--- config.mk ---
export PLATFORM = sky130hd
export DESIGN_NAME = nvicw_ctrl
export DESIGN_NICKNAME = d
export VERILOG_FILES = /design/src/logic/nvicw_pkg.sv /design/src/logic/nvicw_ctrl.sv
export VERILOG_INCLUDE_DIRS = /design/src /design/src/logic
export SDC_FILE = /design/constraint.sdc
export NUM_CORES = 1
export LEC_CHECK = 0
export ABC_AREA = 1
export BUFFER_PORTS_ARGS = -buffer_cell sky130_fd_sc_hd__buf_2
export CAP_MARGIN = 20
export CORE_MARGIN = 4
export CORE_UTILIZATION = 25
export CTS_CLUSTER_DIAMETER = 50
export DETAILED_ROUTE_END_ITERATION = 12
export PLACE_DENSITY = 0.49
export SYNTH_ARGS = -nofsm -noshare
export SYNTH_HDL_FRONTEND = slang
export SYNTH_SLANG_ARGS = --single-unit
--- constraint.sdc ---
create_clock -name i_sys_clk -period 30.5 [get_ports i_sys_clk]
set_input_delay 3.05 -clock i_sys_clk [delete_from_list [all_inputs] [get_ports i_sys_clk]]
set_output_delay 3.05 -clock i_sys_clk [all_outputs]
set_load 0.03 [all_outputs]
--- src/logic/nvicw_defs.svh ---
// Purpose: Constants for the nested interrupt controller with wake logic
// Assumes: Word-wide register port on the private peripheral bus
// Notes: Offsets are full byte addresses on that bus
//
// Operation
// - Set-enable register: write 1 enables, 0 ignored, read shows enables.
// - Each of the 32 interrupts holds a priority level 0 to 3.
// - Lower numeric level is more urgent; level 0 beats all.
// - Inputs accepted as held levels or as single-cycle pulses.
// - Pending and enabled interrupt becomes active by relative priority.
// - Disabled input still sets pending but never becomes active.
// - State is saved on entry and restored on exit by hardware.
// - Wait-for-interrupt sleeps until exception or preempting pending interrupt.
// - Debug entry request also ends wait-for-interrupt sleep.
// - Wait-for-interrupt sleep is only a power saving, may act as no-op.
// - Wait-for-event never stalls in this variant.
// - Send-event sets local event register and signals other processors.
// - Supervisor call raises its exception; immediate is passed to the handler.
// - Move-to-special-register loads mask or control; flags from source.
// - Clear-enable register: write 1 disables, 0 ignored, read shows enables.
// - Set-pending register: write 1 pends even disabled, read shows pending.
// - Clear-pending register: write 1 unpends, active untouched.
// - Priority bytes keep bits 7:6 only; word accesses only.
`ifndef NVICW_DEFS_SVH
`define NVICW_DEFS_SVH
`define NVICW_ADDR_EN_SET 32'hE000E100
`define NVICW_ADDR_EN_CLR 32'hE000E180
`define NVICW_ADDR_PEND_SET 32'hE000E200
`define NVICW_ADDR_PEND_CLR 32'hE000E280
`define NVICW_ADDR_PRIO_BASE 32'hE000E400
`define NVICW_ADDR_PRIO_LAST 32'hE000E41C
`define NVICW_RESET_WORD 32'h00000000
`define NVICW_PRIO_HI 7
`define NVICW_PRIO_LO 6
`define NVICW_NUM_IRQ 32
`define NVICW_SIZE_WORD 2'h2
`define NVICW_SPEC_MASK 2'h0
`define NVICW_SPEC_CONTROL 2'h1
`define NVICW_SPEC_FLAGS 2'h2
`define NVICW_IDLE_LEVEL 3'h4
`endif

--- src/logic/nvicw_pkg.sv ---
// Purpose: Types for the nested interrupt controller with wake logic
// Assumes: One processor clock
// Notes: Types only; numbers live in the defs header
package nvicw_pkg;
  // Register port request from the core
  typedef struct packed {
    logic sel;
    logic wr;
    logic [1:0] size;
    logic [31:0] addr;
    logic [31:0] wdata;
  } nvicw_bus_req_t;

  // Core instruction and exception strobes
  typedef struct packed {
    logic wait_for_interrupt;
    logic wait_for_event;
    logic send_event;
    logic supervisor_call;
    logic [7:0] svc_imm;
    logic move_to_special_reg;
    logic [1:0] msr_sel;
    logic [31:0] msr_val;
    logic dbg_req;
    logic ack;
    logic done;
    logic stack_done;
  } nvicw_core_t;

  typedef enum {
    NVICW_RUN,
    NVICW_STACK,
    NVICW_HANDLER,
    NVICW_UNSTACK,
    NVICW_SLEEP
  } nvicw_state_t;
endpackage

--- src/logic/nvicw_ctrl.sv ---
// Purpose: Interrupt enables, pending, priority, arbitration and sleep/wake control
// Assumes: Register port is word-only; interrupt pins arrive from another domain
// Notes: Vector 0..31 are peripheral lines; NMI reported on its own output
`include "nvicw_defs.svh"
`timescale 1ns/1ns
`default_nettype none
module nvicw_ctrl
(
  input wire logic i_sys_clk,
  input wire logic i_resetn,
  input wire logic [31:0] i_irq,
  input wire logic [31:0] i_irq_pulse_mode,
  input wire logic i_nmi,
  input wire nvicw_pkg::nvicw_bus_req_t i_bus,
  input wire nvicw_pkg::nvicw_core_t i_core,
  output logic [31:0] o_rdata,
  output logic o_bus_err,
  output logic o_irq_take,
  output logic [4:0] o_irq_vec,
  output logic o_nmi_take,
  output logic o_svc_take,
  output logic [7:0] o_svc_imm,
  output logic o_stack_push,
  output logic o_stack_pop,
  output logic o_chain,
  output logic o_sleeping,
  output logic o_event_out,
  output logic o_event_reg,
  output logic o_mask_bit,
  output logic [1:0] o_control,
  output logic [3:0] o_flags
);
  import nvicw_pkg::*;

  // Pick the most urgent pending and enabled line; ties go to lower number
  function automatic logic [5:0] pick(input logic [31:0] cand, input logic [63:0] pr);
    logic [2:0] best;
    logic [4:0] idx;
    logic hit;
    best = `NVICW_IDLE_LEVEL;
    idx = 5'h00;
    hit = 1'b0;
    for (int k = 0; k < `NVICW_NUM_IRQ; k++)
    begin
      if (cand[k] && ({1'b0, pr[2*k +: 2]} < best))
      begin
        best = {1'b0, pr[2*k +: 2]};
        idx = 5'(k);
        hit = 1'b1;
      end
    end
    pick = {hit, idx};
  endfunction

  // Pin synchronisers: two flops before any logic
  logic [31:0] irq_s1_q, irq_s2_q, irq_prev_q;
  logic nmi_s1_q, nmi_s2_q, nmi_prev_q;
  always_ff @(posedge i_sys_clk)
  begin
    if (!i_resetn)
    begin
      irq_s1_q <= 32'h00000000;
      irq_s2_q <= 32'h00000000;
      irq_prev_q <= 32'h00000000;
      nmi_s1_q <= 1'b0;
      nmi_s2_q <= 1'b0;
      nmi_prev_q <= 1'b0;
    end
    else
    begin
      irq_s1_q <= i_irq;
      irq_s2_q <= irq_s1_q;
      irq_prev_q <= irq_s2_q;
      nmi_s1_q <= i_nmi;
      nmi_s2_q <= nmi_s1_q;
      nmi_prev_q <= nmi_s2_q;
    end
  end

  // Controller state
  logic [31:0] en_q, en_d, pend_q, pend_d, act_q, act_d;
  logic [63:0] prio_q, prio_d;
  logic [31:0] rdata_q, rdata_d;
  logic err_q, err_d;
  nvicw_state_t st_q, st_d;
  logic [4:0] vec_q, vec_d;
  logic nmi_cur_q, nmi_cur_d, nmi_pend_q, nmi_pend_d;
  logic svc_pend_q, svc_pend_d;
  logic take_q, take_d, nmi_take_q, nmi_take_d, svc_take_q, svc_take_d;
  logic push_q, push_d, pop_q, pop_d, chain_q, chain_d;
  logic [7:0] imm_q, imm_d;
  logic ev_out_q, ev_out_d, ev_reg_q, ev_reg_d;
  logic mask_q, mask_d;
  logic [1:0] ctl_q, ctl_d;
  logic [3:0] flg_q, flg_d;
  logic slp_q, slp_d;
  logic [31:0] rise, hw_set, cand;
  logic [5:0] win;
  logic wr_ok, rd_ok, any_exc;
  logic [2:0] pword;

  always_comb
  begin
    en_d = en_q;
    pend_d = pend_q;
    act_d = act_q;
    prio_d = prio_q;
    rdata_d = rdata_q;
    err_d = 1'b0;
    st_d = st_q;
    vec_d = vec_q;
    nmi_cur_d = nmi_cur_q;
    nmi_pend_d = nmi_pend_q;
    svc_pend_d = svc_pend_q;
    take_d = 1'b0;
    nmi_take_d = 1'b0;
    svc_take_d = 1'b0;
    push_d = 1'b0;
    pop_d = 1'b0;
    chain_d = 1'b0;
    imm_d = imm_q;
    ev_out_d = 1'b0;
    ev_reg_d = ev_reg_q;
    mask_d = mask_q;
    ctl_d = ctl_q;
    flg_d = flg_q;
    pword = i_bus.addr[4:2];
    wr_ok = i_bus.sel && i_bus.wr && (i_bus.size == `NVICW_SIZE_WORD);
    rd_ok = i_bus.sel && !i_bus.wr && (i_bus.size == `NVICW_SIZE_WORD);
    // word accesses only; others flagged as error
    if (i_bus.sel && (i_bus.size != `NVICW_SIZE_WORD))
    begin
      err_d = 1'b1;
    end
    // Register writes
    if (wr_ok)
    begin
      if (i_bus.addr == `NVICW_ADDR_EN_SET)
      begin
        en_d = en_q | i_bus.wdata;
      end
      else if (i_bus.addr == `NVICW_ADDR_EN_CLR)
      begin
        en_d = en_q & ~i_bus.wdata;
      end
      else if (i_bus.addr == `NVICW_ADDR_PEND_SET)
      begin
        pend_d = pend_q | i_bus.wdata;
      end
      else if (i_bus.addr == `NVICW_ADDR_PEND_CLR)
      begin
        pend_d = pend_q & ~i_bus.wdata;
      end
      else if (i_bus.addr >= `NVICW_ADDR_PRIO_BASE && i_bus.addr <= `NVICW_ADDR_PRIO_LAST
               && i_bus.addr[1:0] == 2'h0)
      begin
        // keep top two bits of each byte
        for (int b = 0; b < 4; b++)
        begin
          prio_d[8*pword + 2*b +: 2] = i_bus.wdata[8*b + `NVICW_PRIO_LO +: 2];
        end
      end
      else
      begin
        err_d = 1'b1;
      end
    end
    // Register reads
    if (rd_ok)
    begin
      if (i_bus.addr == `NVICW_ADDR_EN_SET || i_bus.addr == `NVICW_ADDR_EN_CLR)
      begin
        rdata_d = en_q;
      end
      else if (i_bus.addr == `NVICW_ADDR_PEND_SET || i_bus.addr == `NVICW_ADDR_PEND_CLR)
      begin
        rdata_d = pend_q;
      end
      else if (i_bus.addr >= `NVICW_ADDR_PRIO_BASE && i_bus.addr <= `NVICW_ADDR_PRIO_LAST
               && i_bus.addr[1:0] == 2'h0)
      begin
        rdata_d = `NVICW_RESET_WORD;
        for (int b = 0; b < 4; b++)
        begin
          rdata_d[8*b + `NVICW_PRIO_LO +: 2] = prio_q[8*pword + 2*b +: 2];
        end
      end
      else
      begin
        rdata_d = `NVICW_RESET_WORD;
        err_d = 1'b1;
      end
    end
    // pulse lines latch on rising edge, level lines while inactive
    rise = irq_s2_q & ~irq_prev_q;
    hw_set = (i_irq_pulse_mode & rise) | (~i_irq_pulse_mode & irq_s2_q & ~act_q);
    // hardware sets pending regardless of enable; set beats clear
    pend_d = pend_d | hw_set;
    if (nmi_s2_q && !nmi_prev_q)
    begin
      nmi_pend_d = 1'b1;
    end
    // supervisor call raises exception; immediate kept only for handler
    if (i_core.supervisor_call)
    begin
      svc_pend_d = 1'b1;
      imm_d = i_core.svc_imm;
    end
    // send-event: local register plus outgoing pulse
    if (i_core.send_event)
    begin
      ev_reg_d = 1'b1;
      ev_out_d = 1'b1;
    end
    // wait-for-event completes at once, only consuming the event flag
    if (i_core.wait_for_event && !i_core.send_event)
    begin
      ev_reg_d = 1'b0;
    end
    // special register load; flags taken straight from the source
    if (i_core.move_to_special_reg)
    begin
      case (i_core.msr_sel)
        `NVICW_SPEC_MASK: mask_d = i_core.msr_val[0];
        `NVICW_SPEC_CONTROL: ctl_d = i_core.msr_val[1:0];
        `NVICW_SPEC_FLAGS: flg_d = i_core.msr_val[31:28];
        default: flg_d = flg_q;
      endcase
    end
    // only enabled pending lines are candidates
    cand = pend_q & en_q & ~act_q;
    win = pick(cand, prio_q);
    any_exc = nmi_pend_q || svc_pend_q || (win[5] && !mask_q);
    case (st_q)
      NVICW_RUN:
      begin
        // NMI first, ignores the mask bit
        if (nmi_pend_q)
        begin
          nmi_pend_d = 1'b0;
          nmi_cur_d = 1'b1;
          nmi_take_d = 1'b1;
          // state not saved again after a chain
          push_d = !chain_q;
          st_d = chain_q ? NVICW_HANDLER : NVICW_STACK;
        end
        else if (svc_pend_q)
        begin
          svc_pend_d = 1'b0;
          svc_take_d = 1'b1;
          push_d = !chain_q;
          st_d = chain_q ? NVICW_HANDLER : NVICW_STACK;
        end
        else if (win[5] && !mask_q)
        begin
          vec_d = win[4:0];
          act_d[win[4:0]] = 1'b1;
          pend_d[win[4:0]] = hw_set[win[4:0]] && i_irq_pulse_mode[win[4:0]];
          take_d = 1'b1;
          push_d = !chain_q;
          st_d = chain_q ? NVICW_HANDLER : NVICW_STACK;
        end
        // chained candidate withdrawn meanwhile: unstack after all
        else if (chain_q)
        begin
          pop_d = 1'b1;
          st_d = NVICW_UNSTACK;
        end
        // sleep only when nothing is taken and no debug request is present
        else if (i_core.wait_for_interrupt && !i_core.dbg_req)
        begin
          st_d = NVICW_SLEEP;
        end
      end
      NVICW_SLEEP:
      begin
        // wake on exception, would-preempt pending, or debug request
        if (any_exc || win[5] || i_core.dbg_req)
        begin
          st_d = NVICW_RUN;
        end
      end
      NVICW_STACK:
      begin
        if (i_core.stack_done)
        begin
          st_d = NVICW_HANDLER;
        end
      end
      NVICW_HANDLER:
      begin
        if (i_core.done)
        begin
          if (nmi_cur_q)
          begin
            nmi_cur_d = 1'b0;
          end
          else
          begin
            act_d[vec_q] = 1'b0;
          end
          // tail-chain straight into the next handler
          if (nmi_pend_q || (cand != 32'h00000000 && !mask_q))
          begin
            chain_d = 1'b1;
            st_d = NVICW_RUN;
          end
          else
          begin
            pop_d = 1'b1;
            st_d = NVICW_UNSTACK;
          end
        end
      end
      NVICW_UNSTACK:
      begin
        if (i_core.stack_done)
        begin
          st_d = NVICW_RUN;
        end
      end
      default: st_d = NVICW_RUN;
    endcase
    // Sleep flag kept in a flop so the output has no decode behind it
    slp_d = (st_d == NVICW_SLEEP);
  end

  // all controller bits cleared by reset
  always_ff @(posedge i_sys_clk)
  begin
    if (!i_resetn)
    begin
      en_q <= 32'h00000000;
      pend_q <= 32'h00000000;
      act_q <= 32'h00000000;
      prio_q <= 64'h0000000000000000;
      rdata_q <= 32'h00000000;
      err_q <= 1'b0;
      st_q <= NVICW_RUN;
      vec_q <= 5'h00;
      nmi_cur_q <= 1'b0;
      nmi_pend_q <= 1'b0;
      svc_pend_q <= 1'b0;
      take_q <= 1'b0;
      nmi_take_q <= 1'b0;
      svc_take_q <= 1'b0;
      push_q <= 1'b0;
      pop_q <= 1'b0;
      chain_q <= 1'b0;
      imm_q <= 8'h00;
      ev_out_q <= 1'b0;
      ev_reg_q <= 1'b0;
      mask_q <= 1'b0;
      ctl_q <= 2'h0;
      flg_q <= 4'h0;
      slp_q <= 1'b0;
    end
    else
    begin
      en_q <= en_d;
      pend_q <= pend_d;
      act_q <= act_d;
      prio_q <= prio_d;
      rdata_q <= rdata_d;
      err_q <= err_d;
      st_q <= st_d;
      vec_q <= vec_d;
      nmi_cur_q <= nmi_cur_d;
      nmi_pend_q <= nmi_pend_d;
      svc_pend_q <= svc_pend_d;
      take_q <= take_d;
      nmi_take_q <= nmi_take_d;
      svc_take_q <= svc_take_d;
      push_q <= push_d;
      pop_q <= pop_d;
      chain_q <= chain_d;
      imm_q <= imm_d;
      ev_out_q <= ev_out_d;
      ev_reg_q <= ev_reg_d;
      mask_q <= mask_d;
      ctl_q <= ctl_d;
      flg_q <= flg_d;
      slp_q <= slp_d;
    end
  end

  // Outputs straight from flops
  assign o_rdata = rdata_q;
  assign o_bus_err = err_q;
  assign o_irq_take = take_q;
  assign o_irq_vec = vec_q;
  assign o_nmi_take = nmi_take_q;
  assign o_svc_take = svc_take_q;
  assign o_svc_imm = imm_q;
  assign o_stack_push = push_q;
  assign o_stack_pop = pop_q;
  assign o_chain = chain_q;
  assign o_sleeping = slp_q;
  assign o_event_out = ev_out_q;
  assign o_event_reg = ev_reg_q;
  assign o_mask_bit = mask_q;
  assign o_control = ctl_q;
  assign o_flags = flg_q;
endmodule
`default_nettype wire

# Yosys cells after proc, flatten, opt, wreduce, memory -nomap -nowiden
# Cells that the tools add are included.
dict set report totals {
  out_inout_bits 62
  ff_bits 356
}
dict set report classes {
  magnitude_cmp 37
  n_eq_ne 19
  muxes 175
  addsub 7
  n_reduce_logical 78
  shifts 12
  bitwise 27
}
# operator n
set ops {}
lappend ops {{$mux 32} 28}
lappend ops {{$and 32x32->32} 9}
lappend ops {{$bwmux 64} 4}
lappend ops {{$shift 2x34->64 const A} 4}
lappend ops {{$shiftx 2x34->64} 4}
lappend ops {{$shiftx 64x8->2} 3}
lappend ops {{$not 32->32} 5}
lappend ops {{$or 32x32->32} 5}
lappend ops {{$pmux 32 s5} 1}
lappend ops {{$mux 5} 30}
lappend ops {{$eq 32x32->1 const B} 4}
lappend ops {{$neg 32->34} 3}
lappend ops {{$lt 2x3->1} 31}
lappend ops {{$mux 3} 31}
lappend ops {{$mux 1} 71}
lappend ops {{$eq 32x2->1 const B} 2}
lappend ops {{$pmux 32 s2} 1}
lappend ops {{$shiftx 64x7->2} 1}
lappend ops {{$logic_and 1x1->1} 46}
lappend ops {{$neg 6->34} 1}
lappend ops {{$bwmux 32} 1}
lappend ops {{$eq 32x1->1 const B} 1}
lappend ops {{$eq 32x3->1 const B} 1}
lappend ops {{$eq 32x4->1 const B} 1}
lappend ops {{27 further kinds} 67}

# Depth between registers and ports, before layout
# Gate-level depths: netlist of run 1.
dict set report depth {
  depth_word 105
  mapped_depth 206
}

# Worst setup path before layout of run 1
# No wires, ideal clock.
dict set report synth_path {
  path_type {register to register}
  start {register pend_q[0]}
  end {register pend_q[4]}
  setup_time_ns 0.123
  path_stages_with_launch 177
  n_path_buf 3
  arrival_ns 24.683
  t_required_ns 30.377
  period_less_slack_ns 24.806
  path_slack_ns 5.694
  path_cell_list {dfxtp_1 nand2_1 nor2_2 nand2_1 ha_1 nand2_1 nand2_1 nand2_2 nand2_1 o21ai_0 ha_1 inv_1 nor2_1 nand2_1 nand3_2 o21ai_0 ha_1 nand2_1 (+141 left out) nand2_1 o21ai_0 ha_1 a21boi_2 nand2_2 nand2_8 buf_6 nand2_2 buf_6 nand2_1 nand2_1 nand2_1 nand2_1 nor2_1 nand2_1 nand2_2 buf_6 a21oi_1}
}
dict set report synth_between {
  elab_chain_cells 105
  elab_cells_between_ends 174
  classes_between {order compare: 33; mux: 105; bitwise: 2; reduce/logical: 34}
}
# item line_no
set synth_rtl {}
lappend synth_rtl {{start: declaration} nvicw_ctrl.sv:81} ;# logic [31:0] en_q, en_d, pend_q, pend_d, act_q, act_d;
lappend synth_rtl {{start signal: assignment} nvicw_ctrl.sv:361} ;# pend_q <= pend_d;
lappend synth_rtl {{$and 32x32->32 * (2 in series)} nvicw_ctrl.sv:231} ;# cand = pend_q & en_q & ~act_q;
lappend synth_rtl {{$mux 3} nvicw_ctrl.sv:45} ;# if (cand[k] && ({1'b0, pr[2*k +: 2]} < best))
lappend synth_rtl {{$lt 2x3->1} nvicw_ctrl.sv:45}
lappend synth_rtl {{$logic_and 1x1->1} nvicw_ctrl.sv:45}
lappend synth_rtl {{$mux 3} nvicw_ctrl.sv:45}
lappend synth_rtl {{$lt 2x3->1} nvicw_ctrl.sv:45}
lappend synth_rtl {{$logic_and 1x1->1} nvicw_ctrl.sv:45}
lappend synth_rtl {{$mux 3} nvicw_ctrl.sv:45}
lappend synth_rtl {{(+88 left out)} --}
lappend synth_rtl {{$logic_and 1x1->1} nvicw_ctrl.sv:258} ;# pend_d[win[4:0]] = hw_set[win[4:0]] && i_irq_pulse_mode[win[4:0]];
lappend synth_rtl {{$mux 1 (implied by the code)} nvicw_ctrl.sv:258}
lappend synth_rtl {{$demux 1 s5} nvicw_ctrl.sv:258}
lappend synth_rtl {{$bwmux 32} nvicw_ctrl.sv:258}
lappend synth_rtl {{$mux 32 *} nvicw_ctrl.sv:254} ;# else if (win[5] && !mask_q)
lappend synth_rtl {{$mux 32 *} nvicw_ctrl.sv:247} ;# else if (svc_pend_q)
lappend synth_rtl {{$mux 32 *} nvicw_ctrl.sv:238} ;# if (nmi_pend_q)
lappend synth_rtl {{$mux 32 *} nvicw_ctrl.sv:234} ;# case (st_q)
# Every way passes the cells marked *; elsewhere a longest branch is shown, timed or not. The select of a mux whose other input is x is not followed.
# A chain may end at the register's enable or synchronous reset.

# Worst setup path after layout of run 1
dict set report layout_path {
  start {register act_q[0]}
  end {register pend_q[30]}
}
dict set report layout_between {
  elab_chain_cells 105
  elab_cells_between_ends 176
  classes_between {order compare: 33; mux: 105; bitwise: 4; reduce/logical: 34}
}
# item line_no
set layout_rtl {}
lappend layout_rtl {{start: declaration} nvicw_ctrl.sv:81}
lappend layout_rtl {{start signal: assignment} nvicw_ctrl.sv:362} ;# act_q <= act_d;
lappend layout_rtl {{$not 32->32 *} {nvicw_ctrl.sv:196, nvicw_ctrl.sv:231}}
lappend layout_rtl {{$and 32x32->32} nvicw_ctrl.sv:231}
lappend layout_rtl {{$mux 3} nvicw_ctrl.sv:45}
lappend layout_rtl {{$lt 2x3->1} nvicw_ctrl.sv:45}
lappend layout_rtl {{$logic_and 1x1->1} nvicw_ctrl.sv:45}
lappend layout_rtl {{$mux 3} nvicw_ctrl.sv:45}
lappend layout_rtl {{$lt 2x3->1} nvicw_ctrl.sv:45}
lappend layout_rtl {{$logic_and 1x1->1} nvicw_ctrl.sv:45}
lappend layout_rtl {{(+89 left out)} --}
lappend layout_rtl {{$logic_and 1x1->1} nvicw_ctrl.sv:258}
lappend layout_rtl {{$mux 1 (implied by the code)} nvicw_ctrl.sv:258}
lappend layout_rtl {{$demux 1 s5} nvicw_ctrl.sv:258}
lappend layout_rtl {{$bwmux 32} nvicw_ctrl.sv:258}
lappend layout_rtl {{$mux 32 *} nvicw_ctrl.sv:254}
lappend layout_rtl {{$mux 32 *} nvicw_ctrl.sv:247}
lappend layout_rtl {{$mux 32 *} nvicw_ctrl.sv:238}
lappend layout_rtl {{$mux 32 *} nvicw_ctrl.sv:234}
# Marks and branches as above.

==> results of run 1 <==
==> worst max-delay path by stage <==
stage / slack, ns / startpoint / depth (start not counted) / end
global placement: 0.97 / act_q[0] / 174 / pend_q[27]
global route: 0.03 / pend_q[0] / 187 / pend_q[30]
CTS: 0.73 / act_q[0] / 174 / pend_q[27]
floorplan: 5.69 / pend_q[0] / 176 / pend_q[4]
finish: 2.63 / act_q[0] / 176 / pend_q[30]
detailed placement: 0.88 / act_q[0] / 174 / pend_q[27]
==> routing by layer <==
| layer | vias up | routed length, um | track usage |
|---|---|---|---|
| li1 | 9451 | - | - |
| met1 | 8590 | 33100 | 0.243 |
| met2 | 603 | 33900 | 0.292 |
| met3 | 133 | 5240 | 0.0366 |
| met4 | 4 | 2870 | 0.0677 |
| met5 | - | 21 | 0 |
==> power by group through the flow <==
| stage | combinational (W) | sequential, W | clock (W) |
|---|---|---|---|
| finish | 0.0000734 | 0.000483 | 0.000579 |
| global route | 0.0000818 | 0.000485 | 0.000609 |
| CTS | 0.0000725 | 0.000483 | 0.000593 |
| global placement | 0.0000722 | 0.000494 | 0 |
| detailed placement | 0.0000722 | 0.000494 | 0 |
| floorplan | 0.0000349 | 0.000498 | 0 |
==> cells by family (layout without fill, tap and decap cells) <==
logic type	Yosys count	count (layout)	share of synthesized area
AO/OA/AOI/OAI	697	697	0.228
adder cells (fa/ha/maj)	37	37	0.0247
buffers and inverters	516	738	0.107
flip-flops	356	356	0.380
other	1	33	0.000200
AND/OR/NAND/NOR	1090	1093	0.260
==> metrics by stage <==
stage | utilization | hold slack [ns] | cells | instance area (um^2)
after detailed placement | 0.281 | 0.396 | 3829 | 20900
after global routing | 0.305 | 0.429 | 3920 | 22700
after CTS | 0.303 | 0.405 | 3911 | 22500
after floorplan | - | 0.390 | 2725 | 18800
final | 0.305 | 0.405 | 3923 | 22700
after global placement | 0.281 | 0.393 | 3829 | 20900
==> layout by cell type, fill, tap and decap left out, types with 9 or more instances in the layout <==
master     instances
nand2_1          500
inv_1            388
dfxtp_1          356
o21ai_0          245
buf_2            219
nor2_1           212
nand3_1          179
a21oi_1          164
a211oi_1          61
a31oi_1           53
nand2_2           50
clkbuf_16         47
nor3_1            46
nand4_1           39
ha_1              37
conb_1            29
a21oi_2           28
buf_4             27
o21ai_1           24
o211ai_1          23
a21boi_1          22
a221oi_1          22
nor4_1            19
inv_2             14
nand2_4           11
clkinv_2          10
o31ai_1            9
==> worst max-delay path: cells and delay by family, from the launching register on <==
kind | cells | cell delay, ns
DFF | 1 | 0.39
and+or+nand+nor | 82 | 8.60
buffers and inverters | 6 | 0.63
AOI/OAI and AO/OA | 57 | 9.84
adders and majority gates | 31 | 8.23
==> cell type report <==
class,instances,share of cell area
tap,969,0.0535
timing repair buffer,249,0.0593
multi-input combinational,1856,0.434
inverter,407,0.0678
antenna,4,0.000441
sequential,356,0.314
clock inverter,28,0.0162
clock buffer,54,0.0548
==> what timing repair did <==
action,CTS,global route
setup endpoints to repair,0,69
setup buffers,0,3
gates resized for setup,0,32
==> flow_summary.html, run 1 <==
<table>
<tr><th>Metric</th><th>Value</th></tr>
<tr><th colspan="2">Placement</th></tr>
<tr><td>Number of buffers inserted by port buffering</td><td>220</td></tr>
<tr><td>Routability-driven placement congestion ratio</td><td>0.907</td></tr>
<tr><td>DP Worst Slack</td><td>0.880 ns</td></tr>
<tr><td>DP HPWL</td><td>55.3 mm</td></tr>
<tr><th colspan="2">Logic synthesis</th></tr>
<tr><td>Area fraction of the dominant cell type after synthesis</td><td>0.380</td></tr>
<tr><td>Library cell with the largest summed area after synthesis</td><td>dfxtp_1</td></tr>
<tr><td>Synth warnings</td><td>0</td></tr>
<tr><td>Synth top cells by count</td><td>502 x nand2_1, 389 x inv_1, 356 x dfxtp_1, 261 x o21ai_0, 216 x nor2_1</td></tr>
<tr><td>Average size of a mapped cell</td><td>6.95 um^2</td></tr>
<tr><td>Most frequently used flop master after synthesis</td><td>dfxtp_1</td></tr>
<tr><td>Number of library cell types mapped by synthesis</td><td>54</td></tr>
<tr><td>Syn Inst Count</td><td>2,697</td></tr>
<tr><td>EDFF count, synth</td><td>0</td></tr>
<tr><td>#FFs+latches synth</td><td>356</td></tr>
<tr><td>Proportion of synthesized chip area in sequential cells</td><td>0.380</td></tr>
<tr><td>Largest cells by area after synthesis</td><td>dfxtp_1 38%, nand2_1 10%, inv_1 7.8%</td></tr>
<tr><td>Async set or reset register ratio after synthesis</td><td>0</td></tr>
<tr><td>Most common cell in the synthesized netlist</td><td>nand2_1</td></tr>
<tr><td>Cell area after synthesis</td><td>18,700 um^2</td></tr>
<tr><th colspan="2">Clock network</th></tr>
<tr><td>Cts-stage hold buffer count</td><td>0</td></tr>
<tr><td>Number of H-tree levels</td><td>2</td></tr>
<tr><td>Buffer depth of the longest clock path</td><td>3</td></tr>
<tr><td>Post-CTS clock slew at the launch and capture registers of the worst setup and hold paths</td><td>0.06 ns</td></tr>
<tr><td>CTS Buf Count</td><td>45</td></tr>
<tr><td>TritonCTS sink count</td><td>356</td></tr>
<tr><td>Cell at the root of the clock tree</td><td>clkbuf_16</td></tr>
<tr><td>TritonCTS clock tree</td><td>done</td></tr>
<tr><td>Clock insertion delay at the later pin of the skew report</td><td>0.58 ns</td></tr>
<tr><th colspan="2">Pwr</th></tr>
<tr><td>Power per Cell Area</td><td>50.1 nW/um^2</td></tr>
<tr><td>Switching power share of the total</td><td>0.249</td></tr>
<tr><td>Maximum resistive drop on vdd</td><td>0.0000357 V</td></tr>
<tr><td>Switching power</td><td>0.000283 W</td></tr>
<tr><td>Logic pwr share</td><td>0.065</td></tr>
<tr><td>Clock share of power</td><td>0.510</td></tr>
<tr><td>Sequential group share of total power</td><td>0.425</td></tr>
<tr><td>Pint</td><td>0.000853 W</td></tr>
<tr><td>Leakage power figure</td><td>10.2 nW</td></tr>
<tr><td>Total Power Consumption</td><td>0.00114 W</td></tr>
<tr><th colspan="2">Min path</th></tr>
<tr><td>Launch instance of the worst min-delay path</td><td>irq_s1_q[19]</td></tr>
<tr><td>Hold Crit Depth</td><td>2</td></tr>
<tr><td>Capture endpoint of the worst hold path</td><td>irq_s2_q[19]</td></tr>
<tr><td>Class of the tightest hold or removal check</td><td>flip-flop to flip-flop</td></tr>
<tr><th colspan="2">Floorplanning</th></tr>
<tr><td>Core Rows</td><td>100</td></tr>
<tr><td>I/O Pins</td><td>248</td></tr>
<tr><td>Die Outline Area</td><td>79,400 um^2</td></tr>
<tr><td>Height of the die</td><td>282 um</td></tr>
<tr><td>Initial core utilization</td><td>0.252</td></tr>
<tr><td>Die extent in x</td><td>282 um</td></tr>
<tr><td>Core region area</td><td>approximately 74,000 um^2</td></tr>
<tr><th colspan="2">Outcome</th></tr>
<tr><td>Result of the run</td><td>finished, final reports clean</td></tr>
<tr><th colspan="2">STA</th></tr>
<tr><td>Transition at the pin with the smallest max-transition slack</td><td>1.05 ns</td></tr>
<tr><td>Unrepaired setup endpoints after global routing</td><td>no</td></tr>
<tr><td>Final TNS setup</td><td>0 ns</td></tr>
<tr><td>Minimum period implied by the final worst setup slack</td><td>27.87 ns</td></tr>
<tr><td>Finish-stage setup viols</td><td>0</td></tr>
<tr><td>Headroom to the max-slew limit</td><td>0.300</td></tr>
<tr><td>Least setup slack across all paths after layout</td><td>approximately 2.6 ns</td></tr>
<tr><td>Number of max-slew violations in the final report</td><td>0</td></tr>
<tr><td>Max frequency</td><td>35.9 MHz</td></tr>
<tr><td>Count of endpoints failing hold in the final timing report</td><td>0</td></tr>
<tr><td>Setup skew after layout</td><td>0.0208 ns</td></tr>
<tr><td>Period utilisation layout</td><td>0.914</td></tr>
<tr><th colspan="2">Finish</th></tr>
<tr><td>Area growth from synthesis to layout</td><td>21.0%</td></tr>
<tr><td>Fraction of layout cells with a size suffix above 1</td><td>0.166</td></tr>
<tr><td>Reg area</td><td>between 7000 and 8000 um^2</td></tr>
<tr><td>Multi-input logic area</td><td>9840 um^2</td></tr>
<tr><td>Largest register FFs</td><td>64</td></tr>
<tr><td>Post-layout nets</td><td>roughly 3,100</td></tr>
<tr><td>Register with the most flip-flops</td><td>prio_q</td></tr>
<tr><td>Filler cell count</td><td>between 8,000 and 9,000</td></tr>
<tr><th colspan="2">Critical path</th></tr>
<tr><td>Most repeated library cell on the critical path</td><td>nand2_1</td></tr>
<tr><td>Largest driver fanout on the critical path</td><td>11</td></tr>
<tr><td>Depth of the worst register-to-register path</td><td>176</td></tr>
<tr><td>WP data required</td><td>30.95 ns</td></tr>
<tr><td>Critical path startpoint category</td><td>flip-flop</td></tr>
<tr><td>Capturing point of the worst reg2reg path</td><td>pend_q[30]</td></tr>
<tr><td>Type of element capturing the critical path</td><td>flip-flop</td></tr>
<tr><td>Register-to-Register Setup Slack</td><td>2.63 ns</td></tr>
<tr><td>Arrival time reported for the critical path endpoint</td><td>between 20 and 30 ns</td></tr>
<tr><td>Worst stage delay on the critical path</td><td>0.39 ns</td></tr>
<tr><td>Reg2reg start</td><td>act_q[0]</td></tr>
<tr><td>Critical setup path kind</td><td>flip-flop to flip-flop</td></tr>
<tr><td>Worst-path cell with the longest stage delay</td><td>dfxtp_1</td></tr>
<tr><th colspan="2">Drt</th></tr>
<tr><td>Total length of routed wires</td><td>about 75 mm</td></tr>
<tr><td>Router iterations before antenna repair</td><td>6</td></tr>
<tr><td>Initial DRC count</td><td>around 1,500</td></tr>
<tr><td>Post-route DRC</td><td>0</td></tr>
<tr><td>Total via count in the routed design</td><td>18,800</td></tr>
<tr><td>Average vias per placed instance</td><td>about 4.8</td></tr>
<tr><td>Wire per inst</td><td>19.1 um</td></tr>
<tr><td>Number of nets with antenna violations after detailed routing</td><td>0</td></tr>
<tr><th colspan="2">Flow run</th></tr>
<tr><td>Number of violations of the max-capacitance limit</td><td>0</td></tr>
<tr><th colspan="2">Global routing</th></tr>
<tr><td>Total routing usage reported by global routing</td><td>0.182</td></tr>
<tr><td>Via count of the first global-routing pass</td><td>approximately 18,000</td></tr>
<tr><td>Number of antenna violations at the first check in global routing</td><td>6</td></tr>
<tr><td>Wire length of the first global-routing pass</td><td>111 mm</td></tr>
<tr><td>Leftover overflow at the end of global routing</td><td>0</td></tr>
<tr><td>Pin count of the biggest net entering global routing</td><td>92</td></tr>
</table>
No activity file was read; power rests on OpenSTA's default activity.
==> inputs of run 2 (changes only) <==
--- a/config.mk
+++ b/config.mk
@@ -12,7 +12,9 @@
 export CORE_MARGIN = 4
 export CORE_UTILIZATION = 25
+export CTS_BUF_LIST = sky130_fd_sc_hd__clkbuf_4
 export CTS_CLUSTER_DIAMETER = 50
 export DETAILED_ROUTE_END_ITERATION = 12
 export PLACE_DENSITY = 0.49
+export SKIP_LAST_GASP = 1
 export SYNTH_ARGS = -nofsm -noshare
 export SYNTH_HDL_FRONTEND = slang
==> constraint.sdc (replaced) <==
create_clock -name i_sys_clk -period 30.5 [get_ports i_sys_clk]
set_input_delay 6.1 -clock i_sys_clk [delete_from_list [all_inputs] [get_ports i_sys_clk]]
set_output_delay 6.1 -clock i_sys_clk [all_outputs]
set_load 0.03 [all_outputs]
==> flow_summary.html, run 2 (synthesis gave the netlist of run 1 again) <==
<table>
<tr><th>Metric</th><th>Value</th></tr>
<tr><th colspan="2">Outcome</th></tr>
<tr><td>Result of the run</td><td>finished, final reports clean</td></tr>
<tr><th colspan="2">Finish</th></tr>
<tr><td>Area growth from synthesis to layout</td><td>18.9%</td></tr>
<tr><td>Fraction of layout cells with a size suffix above 1</td><td>0.183 (+0.0169)</td></tr>
<tr><td>Register with the most flip-flops</td><td>prio_q</td></tr>
<tr><td>Finished Cell Area</td><td>22,300 um^2 (-1.8%)</td></tr>
<tr><td>Filler cell count</td><td>8,312 (+0.73%)</td></tr>
<tr><td>Most used cells in the layout excluding fill and tap cells</td><td>501 x nand2_1, 387 x inv_1, 356 x dfxtp_1, 241 x o21ai_0, 219 x buf_2</td></tr>
<tr><td>Most frequent standard cell in the layout excluding fill and tap cells</td><td>nand2_1</td></tr>
<tr><td>Largest register FFs</td><td>64 (unchanged)</td></tr>
<tr><td>Post-layout nets</td><td>3,195 (+1.8%)</td></tr>
<tr><th colspan="2">STA</th></tr>
<tr><td>Count of endpoints failing hold in the final timing report</td><td>0 (unchanged)</td></tr>
<tr><td>Final worst hold slack</td><td>0.381 ns (-0.0247 ns)</td></tr>
<tr><td>Transition at the pin with the smallest max-transition slack</td><td>1.22 ns (+0.171 ns)</td></tr>
<tr><td>Number of max-slew violations in the final report</td><td>0 (unchanged)</td></tr>
<tr><td>Max frequency</td><td>36.2 MHz (+0.92%)</td></tr>
<tr><td>Finish-stage setup viols</td><td>0 (unchanged)</td></tr>
<tr><td>Headroom to the max-slew limit</td><td>0.186 (-0.113)</td></tr>
<tr><td>Minimum period implied by the final worst setup slack</td><td>27.61 ns (-0.255 ns)</td></tr>
<tr><td>Setup skew after layout</td><td>0.0772 ns (+0.0564 ns)</td></tr>
<tr><td>Final TNS setup</td><td>0 ns (unchanged)</td></tr>
<tr><td>Period utilisation layout</td><td>0.905 (-0.00835)</td></tr>
<tr><th colspan="2">Drt</th></tr>
<tr><td>Number of nets with antenna violations after detailed routing</td><td>0 (unchanged)</td></tr>
<tr><td>Post-route DRC</td><td>0 (unchanged)</td></tr>
<tr><td>Total via count in the routed design</td><td>19,100 (+1.7%)</td></tr>
<tr><td>Average vias per placed instance</td><td>4.77 (-0.44%)</td></tr>
<tr><td>Total length of routed wires</td><td>75.3 mm (+0.34%)</td></tr>
<tr><td>Wire per inst</td><td>18.8 um (-1.8%)</td></tr>
<tr><td>Router iterations before antenna repair</td><td>6 (unchanged)</td></tr>
<tr><td>Initial DRC count</td><td>1,436 (-5.5%)</td></tr>
<tr><th colspan="2">Floorplanning</th></tr>
<tr><td>I/O Pins</td><td>248 (unchanged)</td></tr>
<tr><td>Height of the die</td><td>282 um (unchanged)</td></tr>
<tr><td>Initial core utilization</td><td>0.252 (unchanged)</td></tr>
<tr><td>Core region area</td><td>74,300 um^2 (unchanged)</td></tr>
<tr><td>Die extent in x</td><td>282 um (unchanged)</td></tr>
<tr><td>Die Outline Area</td><td>79,400 um^2 (unchanged)</td></tr>
<tr><td>Core Rows</td><td>100 (unchanged)</td></tr>
<tr><th colspan="2">Global routing</th></tr>
<tr><td>Global routing met3 resource utilization</td><td>0.0382 (+0.00157)</td></tr>
<tr><td>Via count of the first global-routing pass</td><td>18,100 (+2.0%)</td></tr>
<tr><td>Number of antenna violations at the first check in global routing</td><td>6 (unchanged)</td></tr>
<tr><td>Met2 GRT Util</td><td>0.304 (+0.0114)</td></tr>
<tr><td>Pin count of the biggest net entering global routing</td><td>92 (unchanged)</td></tr>
<tr><td>Wire length of the first global-routing pass</td><td>112 mm (+0.97%)</td></tr>
<tr><td>Global-route met1 utilization</td><td>0.240 (-0.00259)</td></tr>
<tr><td>Total routing usage reported by global routing</td><td>0.184 (+0.00196)</td></tr>
<tr><td>Gr busiest metal</td><td>met2</td></tr>
<tr><td>Leftover overflow at the end of global routing</td><td>0 (unchanged)</td></tr>
<tr><th colspan="2">Critical path</th></tr>
<tr><td>Worst-path cell with the longest stage delay</td><td>dfxtp_1</td></tr>
<tr><td>Critical path startpoint category</td><td>flip-flop</td></tr>
<tr><td>Critical setup path kind</td><td>flip-flop to flip-flop</td></tr>
<tr><td>Reg2reg start</td><td>pend_q[0]</td></tr>
<tr><td>Register-to-Register Setup Slack</td><td>2.89 ns (+0.25 ns)</td></tr>
<tr><td>Capturing point of the worst reg2reg path</td><td>pend_q[17]</td></tr>
<tr><td>Worst stage delay on the critical path</td><td>0.37 ns (-0.02 ns)</td></tr>
<tr><td>Arrival time reported for the critical path endpoint</td><td>28.37 ns (+0.05 ns)</td></tr>
<tr><td>Most repeated library cell on the critical path</td><td>nand2_1</td></tr>
<tr><td>Type of element capturing the critical path</td><td>flip-flop</td></tr>
<tr><td>Largest driver fanout on the critical path</td><td>16 (+5)</td></tr>
<tr><td>WP data required</td><td>31.26 ns (+0.31 ns)</td></tr>
<tr><td>Depth of the worst register-to-register path</td><td>187 (+6.3%)</td></tr>
<tr><th colspan="2">Clock network</th></tr>
<tr><td>TritonCTS clock tree</td><td>done</td></tr>
<tr><td>Cell at the root of the clock tree</td><td>clkbuf_4</td></tr>
<tr><td>Post-CTS clock slew at the launch and capture registers of the worst setup and hold paths</td><td>0.07 ns (about the same)</td></tr>
<tr><td>Buffer depth of the longest clock path</td><td>3 (unchanged)</td></tr>
<tr><td>Clock insertion delay at the later pin of the skew report</td><td>0.89 ns (+0.31 ns)</td></tr>
<tr><td>Number of H-tree levels</td><td>3 (+1)</td></tr>
<tr><td>CTS Buf Count</td><td>100 (+120%)</td></tr>
<tr><td>TritonCTS sink count</td><td>356 (unchanged)</td></tr>
<tr><th colspan="2">Placement</th></tr>
<tr><td>Number of buffers inserted by port buffering</td><td>220 (unchanged)</td></tr>
<tr><td>Routability-driven placement congestion ratio</td><td>0.905 (-0.23%)</td></tr>
<tr><td>DP HPWL</td><td>55.3 mm (about the same)</td></tr>
<tr><td>Placement-stage cell area</td><td>20,900 um^2 (about the same)</td></tr>
<tr><th colspan="2">Pwr</th></tr>
<tr><td>Maximum resistive drop on vdd</td><td>0.0000281 V (-21%)</td></tr>
<tr><td>Power per Cell Area</td><td>44.1 nW/um^2 (-12%)</td></tr>
<tr><td>Leakage power figure</td><td>10.1 nW (-0.93%)</td></tr>
<tr><th colspan="2">Min path</th></tr>
<tr><td>Launch instance of the worst min-delay path</td><td>irq_s2_q[19]</td></tr>
<tr><td>Hold Crit Depth</td><td>2 (unchanged)</td></tr>
<tr><td>Class of the tightest hold or removal check</td><td>flip-flop to flip-flop</td></tr>
<tr><td>Capture endpoint of the worst hold path</td><td>irq_prev_q[19]</td></tr>
<tr><th colspan="2">Flow run</th></tr>
<tr><td>Number of violations of the max-capacitance limit</td><td>0 (unchanged)</td></tr>
</table>
[run 2: cell count changes in the layout (fill, tap and decap cells not counted), moves of 5 or more]
| cell | delta |
|---|---|
| clkinv_1 | +18 |
| nor3_2 | -5 |
| clkbuf_16 | -47 |
| clkinv_2 | -7 |
| inv_6 | -5 |
| nor3_1 | +5 |
| clkbuf_4 | +138 |
| bufinv_16 | -6 |
[run 2: how the worst max path moves through the flow]
stage               startpoint    endpoint  slack (ns)  depth (start not counted)
floorplan            pend_q[0]   pend_q[4]        5.69                        176
global placement      act_q[0]  pend_q[27]        0.97                        174
detailed placement    act_q[0]  pend_q[16]        0.93                        175
CTS                   act_q[0]  pend_q[27]        0.79                        174
global route         pend_q[0]  pend_q[21]      -0.002                        195
finish               pend_q[0]  pend_q[17]        2.89                        187
[run 2: stage by stage]
step / cells / setup WS, ns / util / total power (W)
after floorplan: 2725 / 5.69 / - / 0.000533
after CTS: 3994 / 0.791 / 0.297 / 0.000998
after detailed placement: 3831 / 0.926 / 0.281 / 0.000566
final: 4009 / 2.89 / 0.300 / 0.000983
after global routing: 4003 / -0.00176 / 0.300 / 0.00103
after global placement: 3831 / 0.971 / 0.281 / 0.000566
[run 2: worst max-delay path, delay by kind of cell, from the launching register on]
kind                       cells  cell delay (ns)
and+or+nand+nor               92             9.13
AOI/OAI and AO/OA             56             8.82
adders and majority gates     31             8.36
buffers and inverters          8             0.74
DFF                            1             0.37
[run 2: per-layer routing]
metal  up-vias  wire length [um]
met5         -                 7
met4         2              2430
met3       133              4620
met2       614             34500
met1      8758             33800
li1       9602                 -
[run 2: timing repair]
action | CTS | global route
endpoints found under the hold margin | 0 | 0
setup endpoints to repair | 0 | 77
setup buffers | 0 | 5
gates resized for setup | 0 | 37
hold buffers | 0 | 0
[run 2: power by group]
part           switching (W)  internal (W)  total (W)
combinational      0.0000508     0.0000229  0.0000737
sequential        0.00000591      0.000478   0.000484
clock               0.000211      0.000215   0.000426
total               0.000268      0.000715   0.000983
[run 2: cell type report]
| class | instances | area (um^2) | area share |
|---|---|---|---|
| Timing Repair Buffer | 252 | 1380 | 0.0621 |
| Sequential cell | 356 | 7130 | 0.320 |
| Inverter | 407 | 1540 | 0.0690 |
| Clock inverter | 25 | 139 | 0.00623 |
| Clock buffer | 138 | 1040 | 0.0465 |
| Antenna cell | 7 | 17.5 | 0.000786 |
| Tap cell | 969 | 1210 | 0.0544 |
| Multi-Input combinational cell | 1855 | 9830 | 0.441 |
